**src/core/aso_pkg.sv**
```systemverilog
// Purpose: Shared constants for the anomaly signalling and override block.
// Assumes: 50 MHz system clock; anomaly slot index equals the anomaly code outside the generic and threshold slots.
// Notes: Group membership lists live here as decode functions.
package aso_pkg;

   // -----------------------------------------------------------------
   // Sizes, classes and override request bits
   // -----------------------------------------------------------------
   localparam int N_SLOT = 256;
   localparam int N_GDIN = 4;
   localparam int N_ATH = 4;
   localparam logic [7:0] GDIN_BASE = 8'hf0;   // Slots holding generic digital anomalies.
   localparam logic [7:0] ATH_BASE = 8'hf4;    // Slots holding analogue threshold anomalies.
   localparam logic [10:0] GDIN_CODE = 11'h2bd; // First generic digital code, 701.
   localparam logic [10:0] ATH_CODE = 11'h12d;  // First analogue threshold code, 301.
   localparam int ATH_OVR_BIT = 15;
   localparam int REQ_ENG = 0;
   localparam int REQ_FULL = 1;
   localparam int REQ_GEN = 2;

   typedef enum logic [1:0] {
      ASO_WARN = 2'h0,
      ASO_UNLOAD = 2'h1,
      ASO_DEACT = 2'h2,
      ASO_ALARM = 2'h3
   } aso_class_t;

   // Generic digital input functions.
   localparam logic [2:0] GEN_PLAIN = 3'h0;
   localparam logic [2:0] GEN_UNLOAD_AFTER_OIL = 3'h1;
   localparam logic [2:0] GEN_DEACT_AFTER_OIL = 3'h2;
   localparam logic [2:0] GEN_ALARM_AFTER_OIL = 3'h3;
   localparam logic [2:0] GEN_UNLOAD_OVERRIDABLE = 3'h4;
   localparam logic [2:0] GEN_DEACT_OVERRIDABLE = 3'h5;
   localparam logic [2:0] GEN_ALARM_OVERRIDABLE = 3'h6;

   // -----------------------------------------------------------------
   // Events, horn and timing
   // -----------------------------------------------------------------
   localparam logic [10:0] OVERRIDE_ON_EVENT = 11'h43a;  // 1082.
   localparam logic [10:0] OVERRIDE_OFF_EVENT = 11'h43b; // 1083.
   localparam logic [9:0] HORN_NEVER = 10'h000;
   localparam logic [9:0] HORN_HOLD = 10'h3e7;           // 999.
   localparam int SEC_MS = 1000;
   localparam int CLK_PERIOD_NS = 20;
   localparam int SEC_CYCLES = SEC_MS * 1000000 / CLK_PERIOD_NS;

   // -----------------------------------------------------------------
   // Group membership decode
   // -----------------------------------------------------------------
   function automatic logic in_gen(input logic [7:0] c);
      case (c)
         8'h08, 8'h03, 8'h3a, 8'h3c, 8'h04, 8'h01, 8'h38, 8'h3b, 8'h02,
         8'h34, 8'h37, 8'h35, 8'hcb, 8'h6a, 8'h3d, 8'h06, 8'h10: in_gen = 1'b1;
         default: in_gen = 1'b0;
      endcase
   endfunction

   function automatic logic in_eng(input logic [7:0] c);
      case (c)
         8'h16, 8'h15, 8'h27, 8'h28, 8'h32, 8'h60, 8'h63, 8'h12, 8'h11, 8'h76,
         8'h41, 8'h1f, 8'h20, 8'h84, 8'h21, 8'h22, 8'h86, 8'h87, 8'h88, 8'h2b,
         8'h2c, 8'h90, 8'h29, 8'h2a, 8'h8e, 8'h36, 8'h9e, 8'h23, 8'h9f, 8'h05,
         8'h69, 8'h25, 8'h24, 8'h89, 8'h26, 8'h14, 8'h31, 8'hc6, 8'hc7, 8'h3e,
         8'h62: in_eng = 1'b1;
         default: in_eng = 1'b0;
      endcase
   endfunction

   function automatic logic in_spd(input logic [7:0] c);
      case (c)
         8'h11, 8'h12, 8'h76, 8'h63, 8'h03, 8'h3a, 8'h3c, 8'h04, 8'h0b: in_spd = 1'b1;
         default: in_spd = 1'b0;
      endcase
   endfunction

   function automatic logic in_fuel(input logic [7:0] c);
      case (c)
         8'h19, 8'h1a, 8'h1b, 8'h1c, 8'h1d, 8'h1e, 8'ha0: in_fuel = 1'b1;
         default: in_fuel = 1'b0;
      endcase
   endfunction

   function automatic logic in_brk(input logic [7:0] c);
      case (c)
         8'h0d, 8'h0e, 8'h17, 8'h18: in_brk = 1'b1;
         default: in_brk = 1'b0;
      endcase
   endfunction

endpackage

```
**src/core/aso_anomaly_signal_override.sv**
```systemverilog
// Purpose: Anomaly latching, event logging, signalling outputs and override.
// Assumes: Cause inputs come from detection logic on clk_sys; command and
//    override pins are asynchronous.
// Notes: One event leaves per cycle; simultaneous activations queue as pending.

// Functional notes
// - Each newly active anomaly logs one event carrying its own code.
// - A reset command pulses the reset indication for one second.
// - External horn follows the internal hooter exactly.
// - An acknowledge command pulses the acknowledge indication for one second.
// - Warning, unload, deactivation and alarm outputs show an active anomaly of that class.
// - Severe output shows any active unload, deactivation or alarm.
// - Generator group output ORs the listed generator anomalies.
// - Engine group output ORs the listed engine anomalies.
// - Speed regulator group output ORs speed, frequency and reverse power anomalies.
// - Fuel group output ORs fuel level and water in fuel anomalies.
// - Breaker group output ORs the four breaker close and open failures.
// - Status bits per anomaly, ack and reset in progress, class active.
// - Status bits per class for unacknowledged anomalies.
// - Active overriding requests demote alarms, deactivations and unloads to warnings.
// - Three override requests: engine, full and generator, from pins.
// - Each anomaly has its own override tags; only tagged requests demote it.
// - After oil delay and overridable generic inputs are tagged for engine override.
// - Bit 15 of a threshold configuration tags it for engine override.
// - Engine control unit override indication is received and reported.
// - Log an event when a request activates and when none remains.
// - Horn time 0 never sounds, 999 holds until silenced, else times out.
// - Acknowledged warnings clear when the cause is gone; unacknowledged never.
// - Pin commands act once on the activation edge.
// - Reset clears only anomalies whose cause is gone.
module aso_anomaly_signal_override #(
   parameter int TICK_CYCLES = aso_pkg::SEC_CYCLES
) (
   // Clock and reset
   input wire logic clk_sys,
   input wire logic rst_b,
   // Anomaly causes and configuration
   input wire logic [aso_pkg::N_SLOT-1:0] cause_in,
   input wire logic [aso_pkg::N_SLOT*2-1:0] class_cfg,
   input wire logic [aso_pkg::N_SLOT*3-1:0] tag_cfg,
   input wire logic [aso_pkg::N_GDIN*3-1:0] gdin_func,
   input wire logic [aso_pkg::N_ATH*16-1:0] ath_cfg,
   input wire logic [9:0] horn_duration,
   // Operator commands
   input wire logic horn_silence_in,
   input wire logic reset_cmd_in,
   input wire logic ack_cmd_in,
   // Override requests
   input wire logic engine_override_in,
   input wire logic full_override_in,
   input wire logic generator_override_in,
   input wire logic engine_control_unit_override,
   // Event log
   output logic evt_valid,
   output logic [10:0] evt_code,
   // Digital outputs
   output logic reset_indication_out,
   output logic external_horn_out,
   output logic ack_indication_out,
   output logic warning_active_out,
   output logic unload_active_out,
   output logic deactivation_active_out,
   output logic alarm_active_out,
   output logic severe_active_out,
   output logic generator_group_out,
   output logic engine_group_out,
   output logic speed_reg_group_out,
   output logic fuel_group_out,
   output logic breaker_group_out,
   // Internal status
   output logic [aso_pkg::N_SLOT-1:0] anomaly_active,
   output logic ack_in_progress,
   output logic reset_in_progress,
   output logic [3:0] class_active,
   output logic unacked_warnings,
   output logic unacked_unloads,
   output logic unacked_deactivations,
   output logic unacked_alarms,
   output logic [2:0] override_active,
   output logic engine_control_unit_override_out
);
   import aso_pkg::*;

   typedef enum logic [1:0] {
      HORN_OFF = 2'h0,
      HORN_TIMED = 2'h1,
      HORN_HELD = 2'h3
   } aso_horn_t;

   // -----------------------------------------------------------------
   // Pin synchronisers
   // -----------------------------------------------------------------
   // Order: reset, ack, engine, full, generator override.
   logic [4:0] pin_s1;
   logic [4:0] pin_s2;
   logic [4:0] pin_s3;
   logic [4:0] pin_lvl;
   logic [4:0] pin_lvl_q;
   wire [4:0] pin_raw = {generator_override_in, full_override_in, engine_override_in,
                         ack_cmd_in, reset_cmd_in};

   // A level is taken only when the second and third stages agree, which filters
   // a change that is still settling through the chain.
   always_ff @(posedge clk_sys) begin
      if (!rst_b) begin
         pin_s1 <= 5'h00;
         pin_s2 <= 5'h00;
         pin_s3 <= 5'h00;
         pin_lvl <= 5'h00;
         pin_lvl_q <= 5'h00;
      end else begin
         pin_s1 <= pin_raw;
         pin_s2 <= pin_s1;
         pin_s3 <= pin_s2;
         pin_lvl <= (pin_s2 & pin_s3) | (pin_lvl & (pin_s2 | pin_s3));
         pin_lvl_q <= pin_lvl;
      end
   end

   // Commands fire on the activation edge only.
   wire reset_edge = pin_lvl[0] & ~pin_lvl_q[0];
   wire ack_edge = pin_lvl[1] & ~pin_lvl_q[1];
   wire [2:0] ovr_req = pin_lvl[4:2];
   wire [2:0] ovr_req_q = pin_lvl_q[4:2];

   // -----------------------------------------------------------------
   // Effective class and override demotion
   // -----------------------------------------------------------------
   logic [N_SLOT-1:0] active;
   logic [N_SLOT-1:0] acked;
   logic [N_SLOT-1:0] pend;
   logic [N_SLOT-1:0] demote;
   logic [N_SLOT-1:0] cls_warn;
   logic [N_SLOT-1:0] cls_unl;
   logic [N_SLOT-1:0] cls_dea;
   logic [N_SLOT-1:0] cls_alm;
   logic [N_SLOT-1:0] grp_gen;
   logic [N_SLOT-1:0] grp_eng;
   logic [N_SLOT-1:0] grp_spd;
   logic [N_SLOT-1:0] grp_fuel;
   logic [N_SLOT-1:0] grp_brk;

   // Generic slots take their class and engine tag from their own configuration;
   // threshold slots take the engine tag from ath_cfg; all others use the per-slot class and tag words.
   always_comb begin
      logic [1:0] base;
      logic [2:0] tags;
      logic [2:0] fn;
      base = 2'h0;
      tags = 3'h0;
      fn = 3'h0;
      for (int i = 0; i < N_SLOT; i++) begin
         base = class_cfg[i*2 +: 2];
         tags = tag_cfg[i*3 +: 3];
         if (i >= int'(GDIN_BASE) && i < int'(GDIN_BASE) + N_GDIN) begin
            fn = gdin_func[(i - int'(GDIN_BASE))*3 +: 3];
            case (fn)
               GEN_UNLOAD_AFTER_OIL, GEN_UNLOAD_OVERRIDABLE: base = ASO_UNLOAD;
               GEN_DEACT_AFTER_OIL, GEN_DEACT_OVERRIDABLE: base = ASO_DEACT;
               GEN_ALARM_AFTER_OIL, GEN_ALARM_OVERRIDABLE: base = ASO_ALARM;
               default: base = class_cfg[i*2 +: 2];
            endcase
            tags[REQ_ENG] = (fn != GEN_PLAIN);
         end else if (i >= int'(ATH_BASE) && i < int'(ATH_BASE) + N_ATH) begin
            tags[REQ_ENG] = ath_cfg[(i - int'(ATH_BASE))*16 + ATH_OVR_BIT];
         end
         demote[i] = |(tags & ovr_req);
         // A demoted anomaly behaves as a warning in every respect.
         if (demote[i]) begin
            base = ASO_WARN;
         end
         cls_warn[i] = (base == ASO_WARN);
         cls_unl[i] = (base == ASO_UNLOAD);
         cls_dea[i] = (base == ASO_DEACT);
         cls_alm[i] = (base == ASO_ALARM);
         grp_gen[i] = in_gen(8'(i));
         grp_eng[i] = in_eng(8'(i));
         grp_spd[i] = in_spd(8'(i));
         grp_fuel[i] = in_fuel(8'(i));
         grp_brk[i] = in_brk(8'(i));
      end
   end

   // -----------------------------------------------------------------
   // Anomaly latching, acknowledge and reset
   // -----------------------------------------------------------------
   wire [N_SLOT-1:0] new_act = cause_in & ~active;
   // Acknowledged warnings self clear; reset clears any whose cause is gone.
   wire [N_SLOT-1:0] clr_auto = active & ~cause_in & acked & cls_warn;
   wire [N_SLOT-1:0] clr_reset = reset_edge ? (active & ~cause_in) : '0;
   wire [N_SLOT-1:0] next_active = (active & ~clr_auto & ~clr_reset) | new_act;
   wire [N_SLOT-1:0] ack_set = ack_edge ? active : '0;
   // A fresh activation wins over an acknowledge in the same cycle.
   wire [N_SLOT-1:0] next_acked = (acked | ack_set) & next_active & ~new_act;

   always_ff @(posedge clk_sys) begin
      if (!rst_b) begin
         active <= '0;
         acked <= '0;
      end else begin
         active <= next_active;
         acked <= next_acked;
      end
   end

   // -----------------------------------------------------------------
   // Event log
   // -----------------------------------------------------------------
   // Lowest pending slot goes first; the queue cannot lose an event because a
   // new activation sets its pending bit after the served bit is cleared.
   function automatic logic [8:0] first_set(input logic [N_SLOT-1:0] v);
      first_set = 9'h000;
      for (int i = N_SLOT - 1; i >= 0; i--) begin
         if (v[i]) begin
            first_set = {1'b1, 8'(i)};
         end
      end
   endfunction

   function automatic logic [10:0] slot_code(input logic [7:0] s);
      if (s >= GDIN_BASE && s < GDIN_BASE + 8'(N_GDIN)) begin
         slot_code = GDIN_CODE + 11'(s - GDIN_BASE);
      end else if (s >= ATH_BASE && s < ATH_BASE + 8'(N_ATH)) begin
         slot_code = ATH_CODE + 11'(s - ATH_BASE);
      end else begin
         slot_code = {3'h0, s};
      end
   endfunction

   logic ovr_on_pend;
   logic ovr_off_pend;
   wire [8:0] pick = first_set(pend);
   wire serve_ovr_on = ovr_on_pend;
   wire serve_ovr_off = ovr_off_pend & ~ovr_on_pend;
   wire serve_slot = pick[8] & ~ovr_on_pend & ~ovr_off_pend;
   wire [N_SLOT-1:0] served = serve_slot ? (N_SLOT'(1) << pick[7:0]) : '0;
   wire ovr_rise = |(ovr_req & ~ovr_req_q);
   wire ovr_none = (ovr_req == 3'h0) && (ovr_req_q != 3'h0);

   always_ff @(posedge clk_sys) begin
      if (!rst_b) begin
         pend <= '0;
         ovr_on_pend <= 1'b0;
         ovr_off_pend <= 1'b0;
         evt_valid <= 1'b0;
         evt_code <= 11'h000;
      end else begin
         pend <= (pend & ~served) | new_act;
         ovr_on_pend <= (ovr_on_pend & ~serve_ovr_on) | ovr_rise;
         ovr_off_pend <= (ovr_off_pend & ~serve_ovr_off) | ovr_none;
         evt_valid <= serve_ovr_on | serve_ovr_off | serve_slot;
         if (serve_ovr_on) begin
            evt_code <= OVERRIDE_ON_EVENT;
         end else if (serve_ovr_off) begin
            evt_code <= OVERRIDE_OFF_EVENT;
         end else if (serve_slot) begin
            evt_code <= slot_code(pick[7:0]);
         end
      end
   end

   // -----------------------------------------------------------------
   // One second tick and indication pulses
   // -----------------------------------------------------------------
   logic [25:0] presc;
   logic [25:0] rst_cnt;
   logic [25:0] ack_cnt;
   wire tick = (presc == 26'(TICK_CYCLES - 1));
   // A new command reloads the full second, so the pulse is always whole.
   wire [25:0] next_rst_cnt = reset_edge ? 26'(TICK_CYCLES) :
                              (rst_cnt != 26'h0 ? rst_cnt - 26'h1 : 26'h0);
   wire [25:0] next_ack_cnt = ack_edge ? 26'(TICK_CYCLES) :
                              (ack_cnt != 26'h0 ? ack_cnt - 26'h1 : 26'h0);

   always_ff @(posedge clk_sys) begin
      if (!rst_b) begin
         presc <= 26'h0;
         rst_cnt <= 26'h0;
         ack_cnt <= 26'h0;
         reset_indication_out <= 1'b0;
         ack_indication_out <= 1'b0;
      end else begin
         presc <= tick ? 26'h0 : presc + 26'h1;
         rst_cnt <= next_rst_cnt;
         ack_cnt <= next_ack_cnt;
         reset_indication_out <= (next_rst_cnt != 26'h0);
         ack_indication_out <= (next_ack_cnt != 26'h0);
      end
   end

   // -----------------------------------------------------------------
   // Hooter
   // -----------------------------------------------------------------
   aso_horn_t horn_st;
   aso_horn_t next_horn_st;
   logic [9:0] horn_sec;
   logic [9:0] next_horn_sec;
   wire any_new = |new_act;

   // Silence wins over a time-out; a new activation restarts the hold time.
   always_comb begin
      next_horn_st = horn_st;
      next_horn_sec = horn_sec;
      if (any_new && horn_duration != HORN_NEVER) begin
         next_horn_st = (horn_duration == HORN_HOLD) ? HORN_HELD : HORN_TIMED;
         next_horn_sec = horn_duration;
      end else begin
         case (horn_st)
            HORN_TIMED: begin
               if (horn_silence_in || horn_sec == 10'h000) begin
                  next_horn_st = HORN_OFF;
               end else if (tick) begin
                  next_horn_sec = horn_sec - 10'h001;
                  if (horn_sec == 10'h001) begin
                     next_horn_st = HORN_OFF;
                  end
               end
            end
            HORN_HELD: begin
               if (horn_silence_in) begin
                  next_horn_st = HORN_OFF;
               end
            end
            default: next_horn_st = HORN_OFF;
         endcase
      end
   end

   always_ff @(posedge clk_sys) begin
      if (!rst_b) begin
         horn_st <= HORN_OFF;
         horn_sec <= 10'h000;
         external_horn_out <= 1'b0;
      end else begin
         horn_st <= next_horn_st;
         horn_sec <= next_horn_sec;
         external_horn_out <= (next_horn_st != HORN_OFF);
      end
   end

   // -----------------------------------------------------------------
   // Class, group and status outputs
   // -----------------------------------------------------------------
   wire [3:0] next_cls = {|(next_active & cls_alm), |(next_active & cls_dea),
                          |(next_active & cls_unl), |(next_active & cls_warn)};
   wire [N_SLOT-1:0] next_unack = next_active & ~next_acked;

   // Class, group and unacknowledged outputs are registered from next state so they line up with the latches.
   always_ff @(posedge clk_sys) begin
      if (!rst_b) begin
         class_active <= 4'h0;
         severe_active_out <= 1'b0;
         generator_group_out <= 1'b0;
         engine_group_out <= 1'b0;
         speed_reg_group_out <= 1'b0;
         fuel_group_out <= 1'b0;
         breaker_group_out <= 1'b0;
         unacked_warnings <= 1'b0;
         unacked_unloads <= 1'b0;
         unacked_deactivations <= 1'b0;
         unacked_alarms <= 1'b0;
         override_active <= 3'h0;
         engine_control_unit_override_out <= 1'b0;
      end else begin
         class_active <= next_cls;
         severe_active_out <= |next_cls[3:1];
         generator_group_out <= |(next_active & grp_gen);
         engine_group_out <= |(next_active & grp_eng);
         speed_reg_group_out <= |(next_active & grp_spd);
         fuel_group_out <= |(next_active & grp_fuel);
         breaker_group_out <= |(next_active & grp_brk);
         unacked_warnings <= |(next_unack & cls_warn);
         unacked_unloads <= |(next_unack & cls_unl);
         unacked_deactivations <= |(next_unack & cls_dea);
         unacked_alarms <= |(next_unack & cls_alm);
         override_active <= ovr_req;
         engine_control_unit_override_out <= engine_control_unit_override;
      end
   end

   assign warning_active_out = class_active[0];
   assign unload_active_out = class_active[1];
   assign deactivation_active_out = class_active[2];
   assign alarm_active_out = class_active[3];
   assign anomaly_active = active;
   assign ack_in_progress = ack_indication_out;
   assign reset_in_progress = reset_indication_out;

endmodule

```
**config.mk**
```make
export PLATFORM = sky130hd
export DESIGN_NAME = aso_anomaly_signal_override
export DESIGN_NICKNAME = d
export VERILOG_FILES = /design/src/core/aso_pkg.sv /design/src/core/aso_anomaly_signal_override.sv
export SDC_FILE = /design/constraint.sdc
export NUM_CORES = 2
export LEC_CHECK = 0
export BUFFER_PORTS_ARGS = -buffer_cell sky130_fd_sc_hd__buf_2
export CORE_AREA = 2 2 756 758
export DETAILED_ROUTE_END_ITERATION = 12
export DIE_AREA = 0 0 758 760
export PLACE_DENSITY_LB_ADDON = 0.15
export SLEW_MARGIN = 15
export SYNTH_ARGS = -nofsm -noshare
export SYNTH_HDL_FRONTEND = slang
export SYNTH_SLANG_ARGS = --single-unit
```
**constraint.sdc**
```tcl
create_clock -name clk_sys -period 9.6 [get_ports clk_sys]
set_input_delay 1.92 -clock clk_sys [delete_from_list [all_inputs] [get_ports clk_sys]]
set_output_delay 1.92 -clock clk_sys [all_outputs]
set_load 0.02 [all_outputs]
```
==> flow_metrics.py <==
metrics = {
    "run_status": {
        "status": "complete, no violations",
    },
    "global_route": {
        "grt_pass1_vias": 88000,
        "grt_pass1_wl_um": 1200000,
        "grt_use_total_pct": 33.5,
        "antenna_found_initial": 577,
        "grt-ovfl-total": 0,
        "grt_max_degree": 116,
    },
    "placement": {
        "hpwl_um": 907000,
        "dp.cells": 18800,
        "gp_congestion": 1.10,
        "io_buffers": 1857,
    },
    "worst_setup_path": {
        "start_kind": "flop",
        "crit_path_end_kind": "flop",
        "path_class": "reg -> reg",
        "path_max_fanout": 36,
        "crit_path_top_delay_cell": "dfxtp_4",
        "regToRegStartpoint": "pin_lvl[3]",
        "path_delay_family": "simple AND/OR/NAND/NOR gates",
        "cpPeakStageDelay_ns": 0.97,
        "crit_start": "pin_lvl[3]",
        "r2r_setup_slack_ns": 2.34,
        "critical_path_required_ns": 10.42,
        "worstPathArrival_ns": 8.08,
        "worstPathCellList": "buf_12, a222oi_1, buf_4, nand3b_1, inv_1, nand2_1, o2111ai_1, or4_1, nor4_1, nand4_1, nor4_1, a31oi_1, or3_1",
        "cp_common_cell": "nor4_1",
        "crit_buf_inv": 3,
    },
    "final_layout": {
        "fillers": 66000,
        "drive_gt1_share_pct": 24.9,
        "seqCellArea_um2": 18300,
        "fin_util_pct": 16.3,
        "nets": 13100,
        "stdcell_count": 19400,
        "syn_to_final_growth_pct": 43.3,
        "multi_input_area_um2": 43500,
    },
    "cts": {
        "clkLatencyLatePin_ns": 0.96,
        "cts.repair.resized": 0,
        "cts_buffers": 146,
        "cts_tree": "yes",
        "cts.sinks": 915,
        "htreeDepth": 4,
        "ctsLongestPathBuffers": 4,
        "cts-root-buf": "clkbuf_16",
        "clkTransAtPathRegs_ns": 0.06,
        "cts_setup_buffers": 0,
        "holdBufCountCts": 0,
    },
    "floorplanning": {
        "fp.dieH_um": 760,
        "num_io_pins": 1926,
        "rows": 277,
        "start_util_pct": 11.4,
        "core_area_um2": 568000,
        "dieArea_um2": 576000,
        "die_x_um": 758,
    },
    "synth": {
        "synth_flop_cell": "dfxtp_1",
        "synth_edf_count": 0,
        "ys_ff_latch": 915,
        "syn_inst": 9170,
        "ys_types": 90,
        "synth_area_um2": 64400,
        "syn_area_per_cell_um2": 7.03,
        "ys_async_sr_fraction_pct": 0,
        "synthesis.nets": 10800,
        "synth_warnings": 0,
        "seq_area_frac_synth_pct": 28.4,
    },
    "detailed_routing": {
        "dr_wl_met2_um": 439000,
        "drt_iter0_drc": 13800,
        "num_vias": 98100,
        "highest_layer": "met5",
        "drt_wl_total_um": 1010000,
        "drt_pass1_iterations": 10,
        "wire_per_inst_um": 52.4,
        "drc": 0,
        "met3WireLength_um": 80600,
        "route.antenna.remaining_nets": 0,
        "vias_per_cell": 5.06,
        "met1_length_um": 396000,
    },
    "pwr": {
        "p_sw_mw": 6.74,
        "combPwrFrac_pct": 34.0,
        "power_mw": 15.3,
        "p_seq_share_pct": 29.1,
        "p_int_mw": 8.58,
        "p_sw_share_pct": 44.0,
        "power.density_nw_per_um2": 166,
        "vdd_drop_max_v": 0.000128,
        "pwr-share-clk_pct": 36.9,
        "total_leakage_power_nw": 36.3,
    },
    "timing": {
        "whs_ns": 0.422,
        "setup_violations": 0,
        "hold_viol_final": 0,
        "worst_pin_slew_ns": 1.43,
        "rsz0062_at_grt": "false",
        "fin_crit_sh_pct": 75.7,
        "relSlewSlack_pct": 3.69,
        "fmax_ghz": 0.138,
        "layout_min_cycle_time_ns": 7.26,
        "drv_slew": 0,
        "fin_setup_tns_ns": 0,
        "clock_skew_ns": 0.0849,
    },
    "hold_path": {
        "min_from": "pin_s1[3]",
        "hold_class": "reg -> reg",
    },
    "flow_run": {
        "cap_violations": 0,
    },
}
## layer usage
metal	vias to the layer above	track usage, %
met4	152	26.9
met2	7015	51.4
li1	39400	-
met5	-	0
met3	2121	8.28
met1	49400	39.7
## worst paths after layout
path                  endpoint  cells after the start
max          severe_active_out                     13
min                  pin_s2[3]                      1
max reg2reg  severe_active_out                     13
min reg2reg          pin_s2[3]                      1
## cell families after synthesis
kind of cell / Yosys count / share of synthesized area [%]
buffers and inverters: 786 / 4.93
flip-flops: 915 / 28.4
adder cells (fa/ha/maj): 16 / 0.311
AND/OR/NAND/NOR: 4146 / 33.4
XOR/XNOR: 85 / 1.16
AO/OA/AOI/OAI: 3218 / 31.7
multiplexers: 4 / 0.0641
## synth_stat cells, types with 44 or more instances
cell type / instances / share of area (%)
a222oi_1: 247 / 3.8
a21oi_1: 676 / 5.2
buf_2: 90 / 0.70
nand4_1: 242 / 2.3
nor2b_1: 177 / 1.7
a31o_2: 71 / 0.96
a2111oi_0: 50 / 0.68
nor4_1: 236 / 2.3
nand3b_1: 129 / 1.5
nand2_1: 839 / 4.9
dfxtp_1: 915 / 28
and2_1: 292 / 2.8
and3b_1: 44 / 0.60
nand2b_1: 346 / 3.4
nor2_1: 923 / 5.4
or4_1: 56 / 0.65
or3_1: 48 / 0.47
nor3_1: 321 / 2.5
o22ai_1: 201 / 2.0
clkbuf_1: 170 / 0.99
a211oi_1: 50 / 0.58
o2111ai_1: 55 / 0.75
a22oi_1: 57 / 0.66
a21boi_0: 59 / 0.69
xnor2_1: 53 / 0.72
o21ai_0: 1183 / 9.2
and3_1: 110 / 1.1
nand3_1: 233 / 1.8
inv_1: 480 / 2.8
o21a_1: 55 / 0.64
a21o_1: 122 / 1.4
## metrics by stage
step / area (µm²) / setup slack [ns]
CTS: 91600 / 2.67
global route: 92000 / 2.58
finish: 92400 / 2.34
detailed placement: 87000 / 2.17
floorplan: 64400 / 5.22
global placement: 87000 / 2.16
## power by group through the flow
stage,clock network [mW],registers (mW),logic [mW]
detailed placement,0,4.52,4.99
floorplan,0,4.46,1.83
global placement,0,4.53,5.01
global route,5.84,4.49,5.21
finish,5.65,4.46,5.21
CTS,5.74,4.44,5.00
## state kept, by name (all words and copies together) (netlist names), 5 cells and up
| register | cells |
|---|---|
| evt_code | 11 |
| rst_cnt | 26 |
| anomaly_active | 256 |
| presc | 26 |
| pend | 256 |
| horn_sec | 10 |
| pin_lvl | 5 |
| pin_s2 | 5 |
| pin_lvl_q | 5 |
| ack_cnt | 26 |
| acked | 256 |
| pin_s3 | 5 |
| pin_s1 | 5 |
## area by class of cell
class                   instances  area share [%]
repair buffers               2453            15.1
flip-flops and latches        915            19.8
inverters                     482            1.97
clock buffers                 211            4.56
diodes                        275           0.745
multi-input cells            7469            47.1
well taps                    7533            10.2
clock inverters                40           0.474
## cell usage in the layout (no fill, tap or decap), types with 40 or more instances in the layout
master / n
clkbuf_16: 148
or4_1: 56
buf_4: 581
nand2b_1: 344
diode_2: 275
a21boi_0: 54
nor2_1: 922
o21ai_0: 1116
a31o_2: 71
a222oi_1: 247
inv_1: 480
a21o_1: 122
nand4_1: 242
a21oi_1: 673
o2111ai_1: 54
dfxtp_1: 912
nand3b_1: 129
buf_2: 1857
o21a_1: 55
o22ai_1: 199
o21ai_1: 61
or3_1: 48
and3b_1: 44
nor4_1: 211
nand3_1: 233
nor2b_1: 176
a22oi_1: 55
and2_1: 292
nor3_1: 308
nand2_1: 839
and3_1: 110
a31oi_1: 40
xnor2_1: 53
a211oi_1: 49
Note: power is estimated with default switching activity, not from simulation.
